**src/verilog/mpg_pkg.sv**
```systemverilog
// Package: register map, reset values and widths for the multi-port GPIO bank
package mpg_pkg;
  localparam int unsigned ADDR_W = 12;
  localparam int unsigned DATA_W = 8;

  // Port widths
  localparam int unsigned PA_W = 3;
  localparam int unsigned PB_W = 8;
  localparam int unsigned PC_W = 3;
  localparam int unsigned PD_W = 8;
  localparam int unsigned PE_W = 8;

  // Register offsets
  localparam logic [ADDR_W-1:0] PORT_A_LATCH_ADDR      = 12'h000;
  localparam logic [ADDR_W-1:0] PORT_B_LATCH_ADDR      = 12'h001;
  localparam logic [ADDR_W-1:0] PORT_C_LATCH_ADDR      = 12'h002;
  localparam logic [ADDR_W-1:0] PORT_D_LATCH_ADDR      = 12'h003;
  localparam logic [ADDR_W-1:0] PORT_E_LATCH_ADDR      = 12'h004;
  localparam logic [ADDR_W-1:0] PORT_D_DRV_SEL_ADDR    = 12'h02b;
  localparam logic [ADDR_W-1:0] PORT_A_DRV_SEL_ADDR    = 12'h032;
  localparam logic [ADDR_W-1:0] PORT_E_LCD_SEL_ADDR    = 12'hfd4;
  localparam logic [ADDR_W-1:0] PORT_A_PIN_STATE_ADDR  = 12'hff0;
  localparam logic [ADDR_W-1:0] PORT_C_PIN_STATE_ADDR  = 12'hff2;
  localparam logic [ADDR_W-1:0] PORT_D_PIN_STATE_ADDR  = 12'hff3;
  localparam logic [ADDR_W-1:0] PORT_E_PIN_STATE_ADDR  = 12'hff4;
  localparam logic [ADDR_W-1:0] PORT_B_DIRECTION_ADDR  = 12'hff9;
  localparam logic [ADDR_W-1:0] PORT_B_INPUT_GATE_ADDR = 12'hffa;
  localparam logic [ADDR_W-1:0] PORT_E_DRV_SEL_ADDR    = 12'hffb;

  // Reset values
  localparam logic [PA_W-1:0] PORT_A_LATCH_RST      = 3'h7;
  localparam logic [PA_W-1:0] PORT_A_DRV_SEL_RST    = 3'h0;
  localparam logic [PB_W-1:0] PORT_B_LATCH_RST      = 8'h00;
  localparam logic [PB_W-1:0] PORT_B_DIRECTION_RST  = 8'h00;
  localparam logic [PB_W-1:0] PORT_B_INPUT_GATE_RST = 8'hff;
  localparam logic [PC_W-1:0] PORT_C_LATCH_RST      = 3'h7;
  localparam logic [PD_W-1:0] PORT_D_LATCH_RST      = 8'hff;
  localparam logic [PD_W-1:0] PORT_D_DRV_SEL_RST    = 8'h00;
  localparam logic [PE_W-1:0] PORT_E_LATCH_RST      = 8'hff;
  localparam logic [PE_W-1:0] PORT_E_DRV_SEL_RST    = 8'h00;
  localparam logic [PE_W-1:0] PORT_E_LCD_SEL_RST    = 8'h00;

  // Fill for undefined upper bits of port C reads
  localparam logic [DATA_W-PC_W-1:0] PORT_C_UNDEF_FILL = 5'h00;
  // Filler for the 3-bit port A read-back
  localparam logic [DATA_W-PA_W-1:0] PORT_A_ZERO_FILL  = 5'h00;

  // Port C bit positions
  localparam int unsigned PC_STOP_BIT = 0;
  localparam int unsigned PC_LOW_FREQ_RESONATOR_IN_BIT = 1;
  localparam int unsigned PC_LOW_FREQ_RESONATOR_OUT_BIT = 2;
endpackage : mpg_pkg
```
**src/verilog/mpg_gpio_bank.sv**
```systemverilog
// Top level of the multi-port GPIO bank: registers, read mux, pin control
// Overview of operation
// RQ1: Ports A and C have three pins; B, D and E have eight.
// RQ2: Reset sets port A latch to ones, driver selects to zero.
// RQ3: Driver select zero gives open drain, one gives push-pull on A, D, E.
// RQ4: A, C, D, E have pin-state registers; data register reads latch.
// RQ5: Software sets A latch then clears driver select before input use.
// RQ6: Reset clears B direction and latch, sets input gate; pins are inputs.
// RQ7: B direction one drives the latch bit; zero turns the driver off.
// RQ8: B direction zero and gate zero blocks the digital input path.
// RQ9: B read gives latch, pin level, or zero by direction and gate.
// RQ10: B bit operations write back pin levels for input bits. The code writes zero for input bits whose gate is zero.
// RQ11: Software avoids port output during conversion; analog pins stay inputs.
// RQ12: Reset sets C latch to one; input use needs latch one.
// RQ13: Dual clock mode hands C pins one and two to the resonator.
// RQ14: Falling edge of driven C pin zero still sets its interrupt latch.
// RQ15: C reads return undefined in bits seven to three.
// RQ16: STOP mode forces C pin zero to high impedance.
// RQ17: Reset sets D latch to all ones, driver selects to zero.
// RQ18: Software sets D latch before divider or serial output use.
// RQ19: Software never enables both serial functions on port D.
// RQ20: Reset sets E latch ones, driver and LCD selects zero.
// RQ21: E LCD select one outputs the segment, ignoring latch and drive.
// RQ22: Software sets E latch, clears LCD select for pulse output.
// RQ23: Pins are sampled for reads; writes update latches after the strobe.
// RQ24: Shared pin level is latch AND function output.
// RQ25: Open-drain one releases the pin so external levels can be read.
//
// The address-and-strobe port is this design's own decision.
`timescale 1ns/1ps
`default_nettype none
module mpg_gpio_bank
  import mpg_pkg::*;
(
  input  wire logic                    clk_sys_i,
  input  wire logic                    srst_i,
  // Register port
  input  wire logic [mpg_pkg::ADDR_W-1:0] reg_addr_i,
  input  wire logic [mpg_pkg::DATA_W-1:0] reg_wdata_i,
  input  wire logic                    reg_wr_i,
  input  wire logic                    reg_rd_i,
  input  wire logic                    reg_rmw_i,
  output logic      [mpg_pkg::DATA_W-1:0] reg_rdata_o,
  // Mode inputs
  input  wire logic                    dual_clock_mode_i,
  input  wire logic                    stop_mode_i,
  // Peripheral function outputs, one when unused
  input  wire logic [mpg_pkg::PA_W-1:0] port_a_func_i,
  input  wire logic [mpg_pkg::PD_W-1:0] port_d_func_i,
  input  wire logic [mpg_pkg::PE_W-1:0] port_e_func_i,
  input  wire logic [mpg_pkg::PE_W-1:0] lcd_segment_i,
  // Pins
  input  wire logic [mpg_pkg::PA_W-1:0] port_a_pin_i,
  output logic      [mpg_pkg::PA_W-1:0] port_a_pin_o,
  output logic      [mpg_pkg::PA_W-1:0] port_a_pin_oe_o,
  input  wire logic [mpg_pkg::PB_W-1:0] port_b_pin_i,
  output logic      [mpg_pkg::PB_W-1:0] port_b_pin_o,
  output logic      [mpg_pkg::PB_W-1:0] port_b_pin_oe_o,
  output logic      [mpg_pkg::PB_W-1:0] port_b_digital_in_o,
  input  wire logic [mpg_pkg::PC_W-1:0] port_c_pin_i,
  output logic      [mpg_pkg::PC_W-1:0] port_c_pin_o,
  output logic      [mpg_pkg::PC_W-1:0] port_c_pin_oe_o,
  output logic                         resonator_connect_o,
  output logic                         port_c_stop_irq_o,
  input  wire logic [mpg_pkg::PD_W-1:0] port_d_pin_i,
  output logic      [mpg_pkg::PD_W-1:0] port_d_pin_o,
  output logic      [mpg_pkg::PD_W-1:0] port_d_pin_oe_o,
  input  wire logic [mpg_pkg::PE_W-1:0] port_e_pin_i,
  output logic      [mpg_pkg::PE_W-1:0] port_e_pin_o,
  output logic      [mpg_pkg::PE_W-1:0] port_e_pin_oe_o
);
  import mpg_pkg::*;

  typedef struct packed {
    logic [PA_W-1:0]   a_latch;
    logic [PA_W-1:0]   a_drv;
    logic [PA_W-1:0]   a_s1;
    logic [PA_W-1:0]   a_s2;
    logic [PB_W-1:0]   b_latch;
    logic [PB_W-1:0]   b_dir;
    logic [PB_W-1:0]   b_gate;
    logic [PB_W-1:0]   b_s1;
    logic [PB_W-1:0]   b_s2;
    logic [PC_W-1:0]   c_latch;
    logic [PC_W-1:0]   c_s1;
    logic [PC_W-1:0]   c_s2;
    logic              c0_prev;
    logic              c_irq;
    logic [PD_W-1:0]   d_latch;
    logic [PD_W-1:0]   d_drv;
    logic [PD_W-1:0]   d_s1;
    logic [PD_W-1:0]   d_s2;
    logic [PE_W-1:0]   e_latch;
    logic [PE_W-1:0]   e_drv;
    logic [PE_W-1:0]   e_lcd;
    logic [PE_W-1:0]   e_s1;
    logic [PE_W-1:0]   e_s2;
    logic [DATA_W-1:0] rdata;
  } mpg_state_t;

  mpg_state_t st_q;
  mpg_state_t st_d;

  logic [PB_W-1:0] b_read;
  logic [PB_W-1:0] b_wr_val;
  logic [PC_W-1:0] c_res_mask;
  logic [PC_W-1:0] c_hiz;
  logic [PC_W-1:0] c_ones;
  logic [PC_W-1:0] c_zeros;

  // Port B read mux, per bit
  function automatic logic [PB_W-1:0] port_b_view(input logic [PB_W-1:0] latch,
                                                   input logic [PB_W-1:0] dir,
                                                   input logic [PB_W-1:0] gate,
                                                   input logic [PB_W-1:0] pin);
    port_b_view = (dir & latch) | (~dir & gate & pin);                  // [RQ9]
  endfunction

  // Narrow ports read in bits 2:0; a constant fills the rest
  function automatic logic [DATA_W-1:0] widen_a(input logic [PA_W-1:0] val);
    widen_a = {PORT_A_ZERO_FILL, val};
  endfunction

  // Port C upper bits are undefined; reading zero keeps results repeatable
  function automatic logic [DATA_W-1:0] widen_c(input logic [PC_W-1:0] val);
    widen_c = {PORT_C_UNDEF_FILL, val};                                 // [RQ15]
  endfunction

  assign c_ones  = '1;
  assign c_zeros = '0;

  always_comb begin
    st_d = st_q;
    // Two-stage capture of every external pin
    st_d.a_s1 = port_a_pin_i;
    st_d.a_s2 = st_q.a_s1;
    st_d.b_s1 = port_b_pin_i;
    st_d.b_s2 = st_q.b_s1;
    st_d.c_s1 = port_c_pin_i;
    st_d.c_s2 = st_q.c_s1;
    st_d.d_s1 = port_d_pin_i;
    st_d.d_s2 = st_q.d_s1;
    st_d.e_s1 = port_e_pin_i;
    st_d.e_s2 = st_q.e_s1;

    b_read = port_b_view(st_q.b_latch, st_q.b_dir, st_q.b_gate, st_q.b_s2);
    // Read-modify-write sees pin levels on input bits with the gate on, so they land in the latch; gate-off input bits write zero
    b_wr_val = reg_wdata_i;
    if (reg_rmw_i) begin
      b_wr_val = (reg_wdata_i & st_q.b_dir) | (b_read & ~st_q.b_dir);  // [RQ10]
    end

    // One-cycle interrupt pulse on falling edge of pin zero, driven or not
    // Detector sees only the synchronised level, so sub-cycle glitches are lost
    st_d.c0_prev = st_q.c_s2[PC_STOP_BIT];
    st_d.c_irq   = st_q.c0_prev & ~st_q.c_s2[PC_STOP_BIT];              // [RQ14]

    // Writes land at the edge after the strobe; pin-state addresses are read only
    if (reg_wr_i) begin                                                 // [RQ23]
      case (reg_addr_i)
        PORT_A_LATCH_ADDR: begin
          st_d.a_latch = reg_wdata_i[PA_W-1:0];
        end
        PORT_A_DRV_SEL_ADDR: begin
          st_d.a_drv = reg_wdata_i[PA_W-1:0];
        end
        PORT_B_LATCH_ADDR: begin
          st_d.b_latch = b_wr_val;
        end
        PORT_B_DIRECTION_ADDR: begin
          st_d.b_dir = reg_wdata_i;
        end
        PORT_B_INPUT_GATE_ADDR: begin
          st_d.b_gate = reg_wdata_i;
        end
        PORT_C_LATCH_ADDR: begin
          st_d.c_latch = reg_wdata_i[PC_W-1:0];
        end
        PORT_D_LATCH_ADDR: begin
          st_d.d_latch = reg_wdata_i;
        end
        PORT_D_DRV_SEL_ADDR: begin
          st_d.d_drv = reg_wdata_i;
        end
        PORT_E_LATCH_ADDR: begin
          st_d.e_latch = reg_wdata_i;
        end
        PORT_E_DRV_SEL_ADDR: begin
          st_d.e_drv = reg_wdata_i;
        end
        PORT_E_LCD_SEL_ADDR: begin
          st_d.e_lcd = reg_wdata_i;
        end
        default: begin
        end
      endcase
    end

    // Read data valid only in the cycle after the strobe
    st_d.rdata = '0;
    if (reg_rd_i) begin
      case (reg_addr_i)
        PORT_A_LATCH_ADDR: begin
          st_d.rdata = widen_a(st_q.a_latch);                           // [RQ4]
        end
        PORT_A_DRV_SEL_ADDR: begin
          st_d.rdata = widen_a(st_q.a_drv);
        end
        PORT_A_PIN_STATE_ADDR: begin
          st_d.rdata = widen_a(st_q.a_s2);                              // [RQ4]
        end
        PORT_B_LATCH_ADDR: begin
          st_d.rdata = b_read;                                          // [RQ9]
        end
        PORT_B_DIRECTION_ADDR: begin
          st_d.rdata = st_q.b_dir;
        end
        PORT_B_INPUT_GATE_ADDR: begin
          st_d.rdata = st_q.b_gate;
        end
        PORT_C_LATCH_ADDR: begin
          st_d.rdata = widen_c(st_q.c_latch);                           // [RQ4] [RQ15]
        end
        PORT_C_PIN_STATE_ADDR: begin
          st_d.rdata = widen_c(st_q.c_s2);                              // [RQ15]
        end
        PORT_D_LATCH_ADDR: begin
          st_d.rdata = st_q.d_latch;                                    // [RQ4]
        end
        PORT_D_DRV_SEL_ADDR: begin
          st_d.rdata = st_q.d_drv;
        end
        PORT_D_PIN_STATE_ADDR: begin
          st_d.rdata = st_q.d_s2;                                       // [RQ4]
        end
        PORT_E_LATCH_ADDR: begin
          st_d.rdata = st_q.e_latch;                                    // [RQ4]
        end
        PORT_E_DRV_SEL_ADDR: begin
          st_d.rdata = st_q.e_drv;
        end
        PORT_E_LCD_SEL_ADDR: begin
          st_d.rdata = st_q.e_lcd;
        end
        PORT_E_PIN_STATE_ADDR: begin
          st_d.rdata = st_q.e_s2;                                       // [RQ4]
        end
        default:                st_d.rdata = '0;
      endcase
    end

    // Reset last, so it overrides any access in the same cycle
    if (srst_i) begin
      st_d         = '0;
      st_d.a_latch = PORT_A_LATCH_RST;                                  // [RQ2]
      st_d.a_drv   = PORT_A_DRV_SEL_RST;                                // [RQ2]
      st_d.b_latch = PORT_B_LATCH_RST;                                  // [RQ6]
      st_d.b_dir   = PORT_B_DIRECTION_RST;                              // [RQ6]
      st_d.b_gate  = PORT_B_INPUT_GATE_RST;                             // [RQ6]
      st_d.c_latch = PORT_C_LATCH_RST;                                  // [RQ12]
      // Matches the cleared synchroniser, so no false edge follows reset
      st_d.c0_prev = 1'b0;                                              // [RQ14]
      st_d.d_latch = PORT_D_LATCH_RST;                                  // [RQ17]
      st_d.d_drv   = PORT_D_DRV_SEL_RST;                                // [RQ17]
      st_d.e_latch = PORT_E_LATCH_RST;                                  // [RQ20]
      st_d.e_drv   = PORT_E_DRV_SEL_RST;                                // [RQ20]
      st_d.e_lcd   = PORT_E_LCD_SEL_RST;                                // [RQ20]
    end
  end

  // One register stage holds all state, reset included
  always_ff @(posedge clk_sys_i) begin
    st_q <= st_d;
  end

  assign reg_rdata_o = st_q.rdata;

  // Port B: push-pull when output, driver off when input
  assign port_b_pin_o        = st_q.b_latch & st_q.b_dir;               // [RQ7]
  assign port_b_pin_oe_o     = st_q.b_dir;                              // [RQ7]
  assign port_b_digital_in_o = st_q.b_dir | st_q.b_gate;                // [RQ8]

  // Port C: resonator pins and STOP pin released as needed
  always_comb begin
    c_res_mask = '0;
    if (dual_clock_mode_i) begin
      c_res_mask[PC_LOW_FREQ_RESONATOR_IN_BIT] = 1'b1;                                   // [RQ13]
      c_res_mask[PC_LOW_FREQ_RESONATOR_OUT_BIT] = 1'b1;                                   // [RQ13]
    end
    // STOP release overrides the latch on pin zero only
    c_hiz = c_res_mask;
    c_hiz[PC_STOP_BIT] = stop_mode_i;                                   // [RQ16]
  end

  assign resonator_connect_o = dual_clock_mode_i;                       // [RQ13]
  assign port_c_stop_irq_o   = st_q.c_irq;                              // [RQ14]

  // Port C has no driver select; latch one releases the pin for input use
  mpg_pin_drv #(.W(PC_W)) u_port_c (
    .latch_i    (st_q.c_latch),                                         // [RQ12]
    .func_i     (c_ones),
    .cmos_sel_i (c_zeros),
    .lcd_sel_i  (c_zeros),
    .lcd_seg_i  (c_zeros),
    .hiz_i      (c_hiz),
    .pin_o      (port_c_pin_o),
    .pin_oe_o   (port_c_pin_oe_o)
  );

  // Ports A, D and E share one driver cell; only the selects differ
  mpg_pin_drv #(.W(PA_W)) u_port_a (                                    // [RQ1]
    .latch_i    (st_q.a_latch),
    .func_i     (port_a_func_i),
    .cmos_sel_i (st_q.a_drv),                                           // [RQ3]
    .lcd_sel_i  ({PA_W{1'b0}}),
    .lcd_seg_i  ({PA_W{1'b0}}),
    .hiz_i      ({PA_W{1'b0}}),
    .pin_o      (port_a_pin_o),
    .pin_oe_o   (port_a_pin_oe_o)
  );

  mpg_pin_drv #(.W(PD_W)) u_port_d (
    .latch_i    (st_q.d_latch),
    .func_i     (port_d_func_i),
    .cmos_sel_i (st_q.d_drv),                                           // [RQ3]
    .lcd_sel_i  ({PD_W{1'b0}}),
    .lcd_seg_i  ({PD_W{1'b0}}),
    .hiz_i      ({PD_W{1'b0}}),
    .pin_o      (port_d_pin_o),
    .pin_oe_o   (port_d_pin_oe_o)
  );

  mpg_pin_drv #(.W(PE_W)) u_port_e (
    .latch_i    (st_q.e_latch),
    .func_i     (port_e_func_i),
    .cmos_sel_i (st_q.e_drv),                                           // [RQ3]
    .lcd_sel_i  (st_q.e_lcd),                                           // [RQ21]
    .lcd_seg_i  (lcd_segment_i),
    .hiz_i      ({PE_W{1'b0}}),
    .pin_o      (port_e_pin_o),
    .pin_oe_o   (port_e_pin_oe_o)
  );
endmodule : mpg_gpio_bank
`default_nettype wire

```
**src/verilog/mpg_pin_drv.sv**
```systemverilog
// Per-bit pin driver: open-drain or push-pull, shared function, LCD override
`timescale 1ns/1ps
`default_nettype none
module mpg_pin_drv #(
  parameter int unsigned W = 8
) (
  input  wire logic [W-1:0] latch_i,
  input  wire logic [W-1:0] func_i,
  input  wire logic [W-1:0] cmos_sel_i,
  input  wire logic [W-1:0] lcd_sel_i,
  input  wire logic [W-1:0] lcd_seg_i,
  input  wire logic [W-1:0] hiz_i,
  output logic      [W-1:0] pin_o,
  output logic      [W-1:0] pin_oe_o
);
  logic [W-1:0] level;

  always_comb begin
    level = latch_i & func_i;                                           // [RQ24]
    for (int i = 0; i < W; i++) begin
      if (hiz_i[i]) begin
        pin_o[i]    = 1'b0;
        pin_oe_o[i] = 1'b0;
      end else if (lcd_sel_i[i]) begin
        pin_o[i]    = lcd_seg_i[i];                                     // [RQ21]
        pin_oe_o[i] = 1'b1;
      end else if (cmos_sel_i[i]) begin
        pin_o[i]    = level[i];                                         // [RQ3]
        pin_oe_o[i] = 1'b1;
      end else begin
        // Open drain only sinks; a one releases the pin
        pin_o[i]    = 1'b0;
        pin_oe_o[i] = ~level[i];                                        // [RQ3] [RQ25]
      end
    end
  end
endmodule : mpg_pin_drv
`default_nettype wire

```
**config.mk**
```make
export PLATFORM = sky130hd
export DESIGN_NAME = mpg_gpio_bank
export DESIGN_NICKNAME = d
export VERILOG_FILES = /design/src/verilog/mpg_pkg.sv /design/src/verilog/mpg_gpio_bank.sv /design/src/verilog/mpg_pin_drv.sv
export SDC_FILE = /design/constraint.sdc
export NUM_CORES = 1
export LEC_CHECK = 0
export BUFFER_PORTS_ARGS = -buffer_cell sky130_fd_sc_hd__buf_2
export CORE_ASPECT_RATIO = 0.5
export CORE_MARGIN = 2
export CORE_UTILIZATION = 53
export CTS_BUF_LIST = sky130_fd_sc_hd__clkbuf_8
export CTS_CLUSTER_SIZE = 8
export DETAILED_ROUTE_END_ITERATION = 10
export HOLD_SLACK_MARGIN = 0.05
export MAX_ROUTING_LAYER = met4
export PLACE_DENSITY_LB_ADDON = 0.15
export SLEW_MARGIN = 20
export SYNTH_ARGS = -nofsm -noshare
export SYNTH_HDL_FRONTEND = slang
export SYNTH_SLANG_ARGS = --single-unit
export TNS_END_PERCENT = 10
```
**constraint.sdc**
```tcl
create_clock -name clk_sys_i -period 2.55 [get_ports clk_sys_i]
set_input_delay 0.6375 -clock clk_sys_i [delete_from_list [all_inputs] [get_ports clk_sys_i]]
set_output_delay 0.6375 -clock clk_sys_i [all_outputs]
set_load 0.02 [all_outputs]
```
==> summary.md <==
| Metric | Value |
|---|---|
| Mux share of post-synthesis cell area | `0.0857` |
| Clk slew on worst S/H paths | `0.09 ns` |
| CP endpoint kind | `output pin` |
| Crit path time final | `2.00 ns` |
| Area Growth Syn to Fin | `19.1%` |
| IO Count | `162` |
| DP Wirelength | `14.1 mm` |
| Most used flip-flop cell after synthesis | `dfxtp_1` |
| Count of final hold-check violations | `0` |
| Arr. time, crit path | `1.36 ns` |
| Drt drc | `0` |
| CTS sink cnt | `143` |
| Clk_skew | `0.0134 ns` |
| Final setup TNS | `0 ns` |
| Setup crit start kind | `flop` |
| CP required | `1.91 ns` |
| Multi-input logic area | `3160 um^2` |
| Post-route cell area | `7630 um^2` |
| Hold Crit Class | `in2reg` |
| CORE AREA | `11800 um^2` |
| Hold-fix buffers, CTS | `0` |
| Max Cap Violations | `0` |
| Synthesis Warnings | `0` |
| Vias in the first global route | `4921` |
| Compound-Gate Fraction of Synth Area | `0.122` |
| Worst slew margin | `0.651` |
| Combinational power share | `0.077` |
| CTS tree | `built` |
| Post-CTS Setup Bufs | `0` |
| Simple-gate area share of the yosys netlist | `0.283` |
| Diode count | `0` |
| Clk buf depth | `2` |
| Seq/Total Area, Yosys | `0.447` |
| Sequential Area | `2860 um^2` |
| Cell chosen for the clock root | `clkbuf_8` |
| Seq cells post-synth | `143` |
| First-pass GRT wire length | `28.5 mm` |
| Die W | `160 um` |
| Final setup viols | `0` |
| Synth area leader | `dfxtp_1` |
| Switching share of power | `0.285` |
| Vias | `5682` |
| Fill count | `1042` |
| Clock Latency Late Sink | `0.45 ns` |
| Clock power share | `0.404` |
| Mean Syn Cell Area | `9.05 um^2` |
| DP Area | `7250 um^2` |
| Nets | `932` |
| Synth top area cells | `dfxtp_1 (45%), nor2b_1 (6.1%), mux2i_1 (5.9%)` |
| P_sw | `1.26 mW` |
| Critical Path Source | `port_b_pin_oe_o[2]` |
| Placer Congestion | `0.979` |
| Fmax | `500 MHz` |
| Total gr overflow | `0` |
| Yosys top cell area share | `0.447` |
| CTS buffer count | `17` |
| Synth Instances | `708` |
| Share of layout cells above drive strength 1 | `0.298` |
| Worst-path fanout max | `8` |
| Number of flops mapped to enable cells by yosys | `0` |
| Post-CTS sizing | `0` |
| Largest net degree at the start of global routing | `106` |
| Maximum vdd ir drop | `0.353 mV` |
| RSZ-0062 raised after global routing | `no` |
| Final Max Slew Viols | `0` |
| Die footprint | `13000 um^2` |
| Async set or reset register ratio after synthesis | `0` |
| Port Buffer Count | `158` |
| Period Utilization, post-route | `0.784` |
| Main combinational cell family by area after synthesis | `simple AND/OR/NAND/NOR gates` |
| Cell Rows | `28` |
| Die H | `81.8 um` |
| DR pass1 iterations | `6` |
| Status | `finished clean` |
| PD cells | `579 nW/um^2` |
| Yosys cell types | `65` |
| XOR/XNOR Fraction of Synth Area | `0` |
| Iter 0 DRT Violations | `537` |
| Reg2reg start | `port_b_pin_oe_o[0]` |
| Sequential cell fraction of total power | `0.519` |
| Synth Area in Adders | `0` |
| GR Util All Layers | `0.303` |
| Remaining antenna violation count | `0` |
| H-tree Lvls | `4` |
| Leak | `3.20 nW` |
| Initial antenna violation count | `0` |
| Int Power | `3.16 mW` |
| Synthesized cell area | `6410 um^2` |
| Worst-Margin Slew | `0.521 ns` |
| Vias per Instance | `5.54` |
| Wire per inst | `18.5 um` |
| Kind of critical path | `reg2out` |
| Starting density of the core | `0.543` |
| Core Util, Final | `0.646` |
| Final wirelength | `19.0 mm` |
| Hold_sp | `port_a_pin_i[1]` |
layer usage:
metal / GRT usage / up-vias / share of wire
li1: - / 2738 / -
met1: 0.447 / 2622 / 0.49
met2: 0.402 / 303 / 0.39
met3: 0.0859 / 19 / 0.11
met4: 0.0655 / 0 / 0.0068
met5: - / - / 0
synth_stat cells (6+ instances only):
master    instances
clkbuf_1         28
a311oi_1         10
and2_1           10
nor2_1           59
nor2b_1          62
nand3b_1         16
a21oi_1          20
o21ai_0          21
mux2_2           15
buf_4            25
or2_2             9
mux2i_1          38
and3_1           15
nand3_1          45
a31oi_1           6
dfxtp_1         143
inv_1            11
a22oi_1          15
nand2_1          81
stage by stage:
stage	worst slack, ns	power [mW]	std cells	hold WS, ns
floorplan	0.412	2.53	710	0.412
global placement	0.114	2.68	994	0.420
detailed placement	0.147	2.68	994	0.420
CTS	0.544	4.44	1026	0.369
global route	0.472	4.58	1026	0.383
finish	0.551	4.42	1026	0.396
cell families after synthesis:
kind of cell	after synthesis
AND/OR/NAND/NOR	331
flip-flops	143
AO/OA/AOI/OAI	107
buffers and inverters	73
multiplexers	53
other	1
power groups by stage:
stage | sequential, mW | combinational (mW) | clock, mW
finish | 2.29 | 0.341 | 1.79
global placement | 2.34 | 0.334 | 0
detailed placement | 2.35 | 0.336 | 0
CTS | 2.29 | 0.337 | 1.81
global route | 2.30 | 0.370 | 1.91
floorplan | 2.34 | 0.198 | 0
final cells by class:
class                   instances  area share
multi-input cells             494       0.414
flip-flops and latches        143       0.375
repair buffers                181       0.128
clock buffers                  18      0.0325
well taps                     165      0.0271
clock inverters                14      0.0180
inverters                      11     0.00541
worst paths after layout:
check / slack, ns / endpoint / depth (start not counted)
setup / recovery: 0.55 / port_b_pin_o[2] / 2
hold / removal: 0.40 / st_q[135] / 2
setup reg to reg: 0.90 / reg_rdata_o[0] / 5
hold reg to reg: 0.44 / st_q[94] / 1
worst max-delay path, cell delays in order (launching register included):
cell and delay, ns:
dfxtp_1 0.51, and2_1 0.23, buf_2 0.18
cells in the final DEF, fill, tap and decap left out, types with 4 or more instances in the layout:
master,count
buf_2,157
dfxtp_1,143
nand2_1,81
nor2b_1,62
nor2_1,59
nand3_1,45
mux2i_1,38
buf_4,23
o21ai_0,21
a21oi_1,20
clkbuf_8,18
nand3b_1,16
and3_1,15
mux2_2,15
a22oi_1,15
inv_1,11
and2_1,10
a311oi_1,10
or2_2,9
a31oi_1,6
a221oi_1,5
a22o_1,5
nand4b_1,4
inv_8,4
inv_6,4
state kept, by name, summed over array words and instances (netlist names):
name / count
port_b_pin_oe_o: 8
port_c_stop_irq_o: 1
reg_rdata_o: 8
st_q: 126
(Power assumes the default switching activity.)
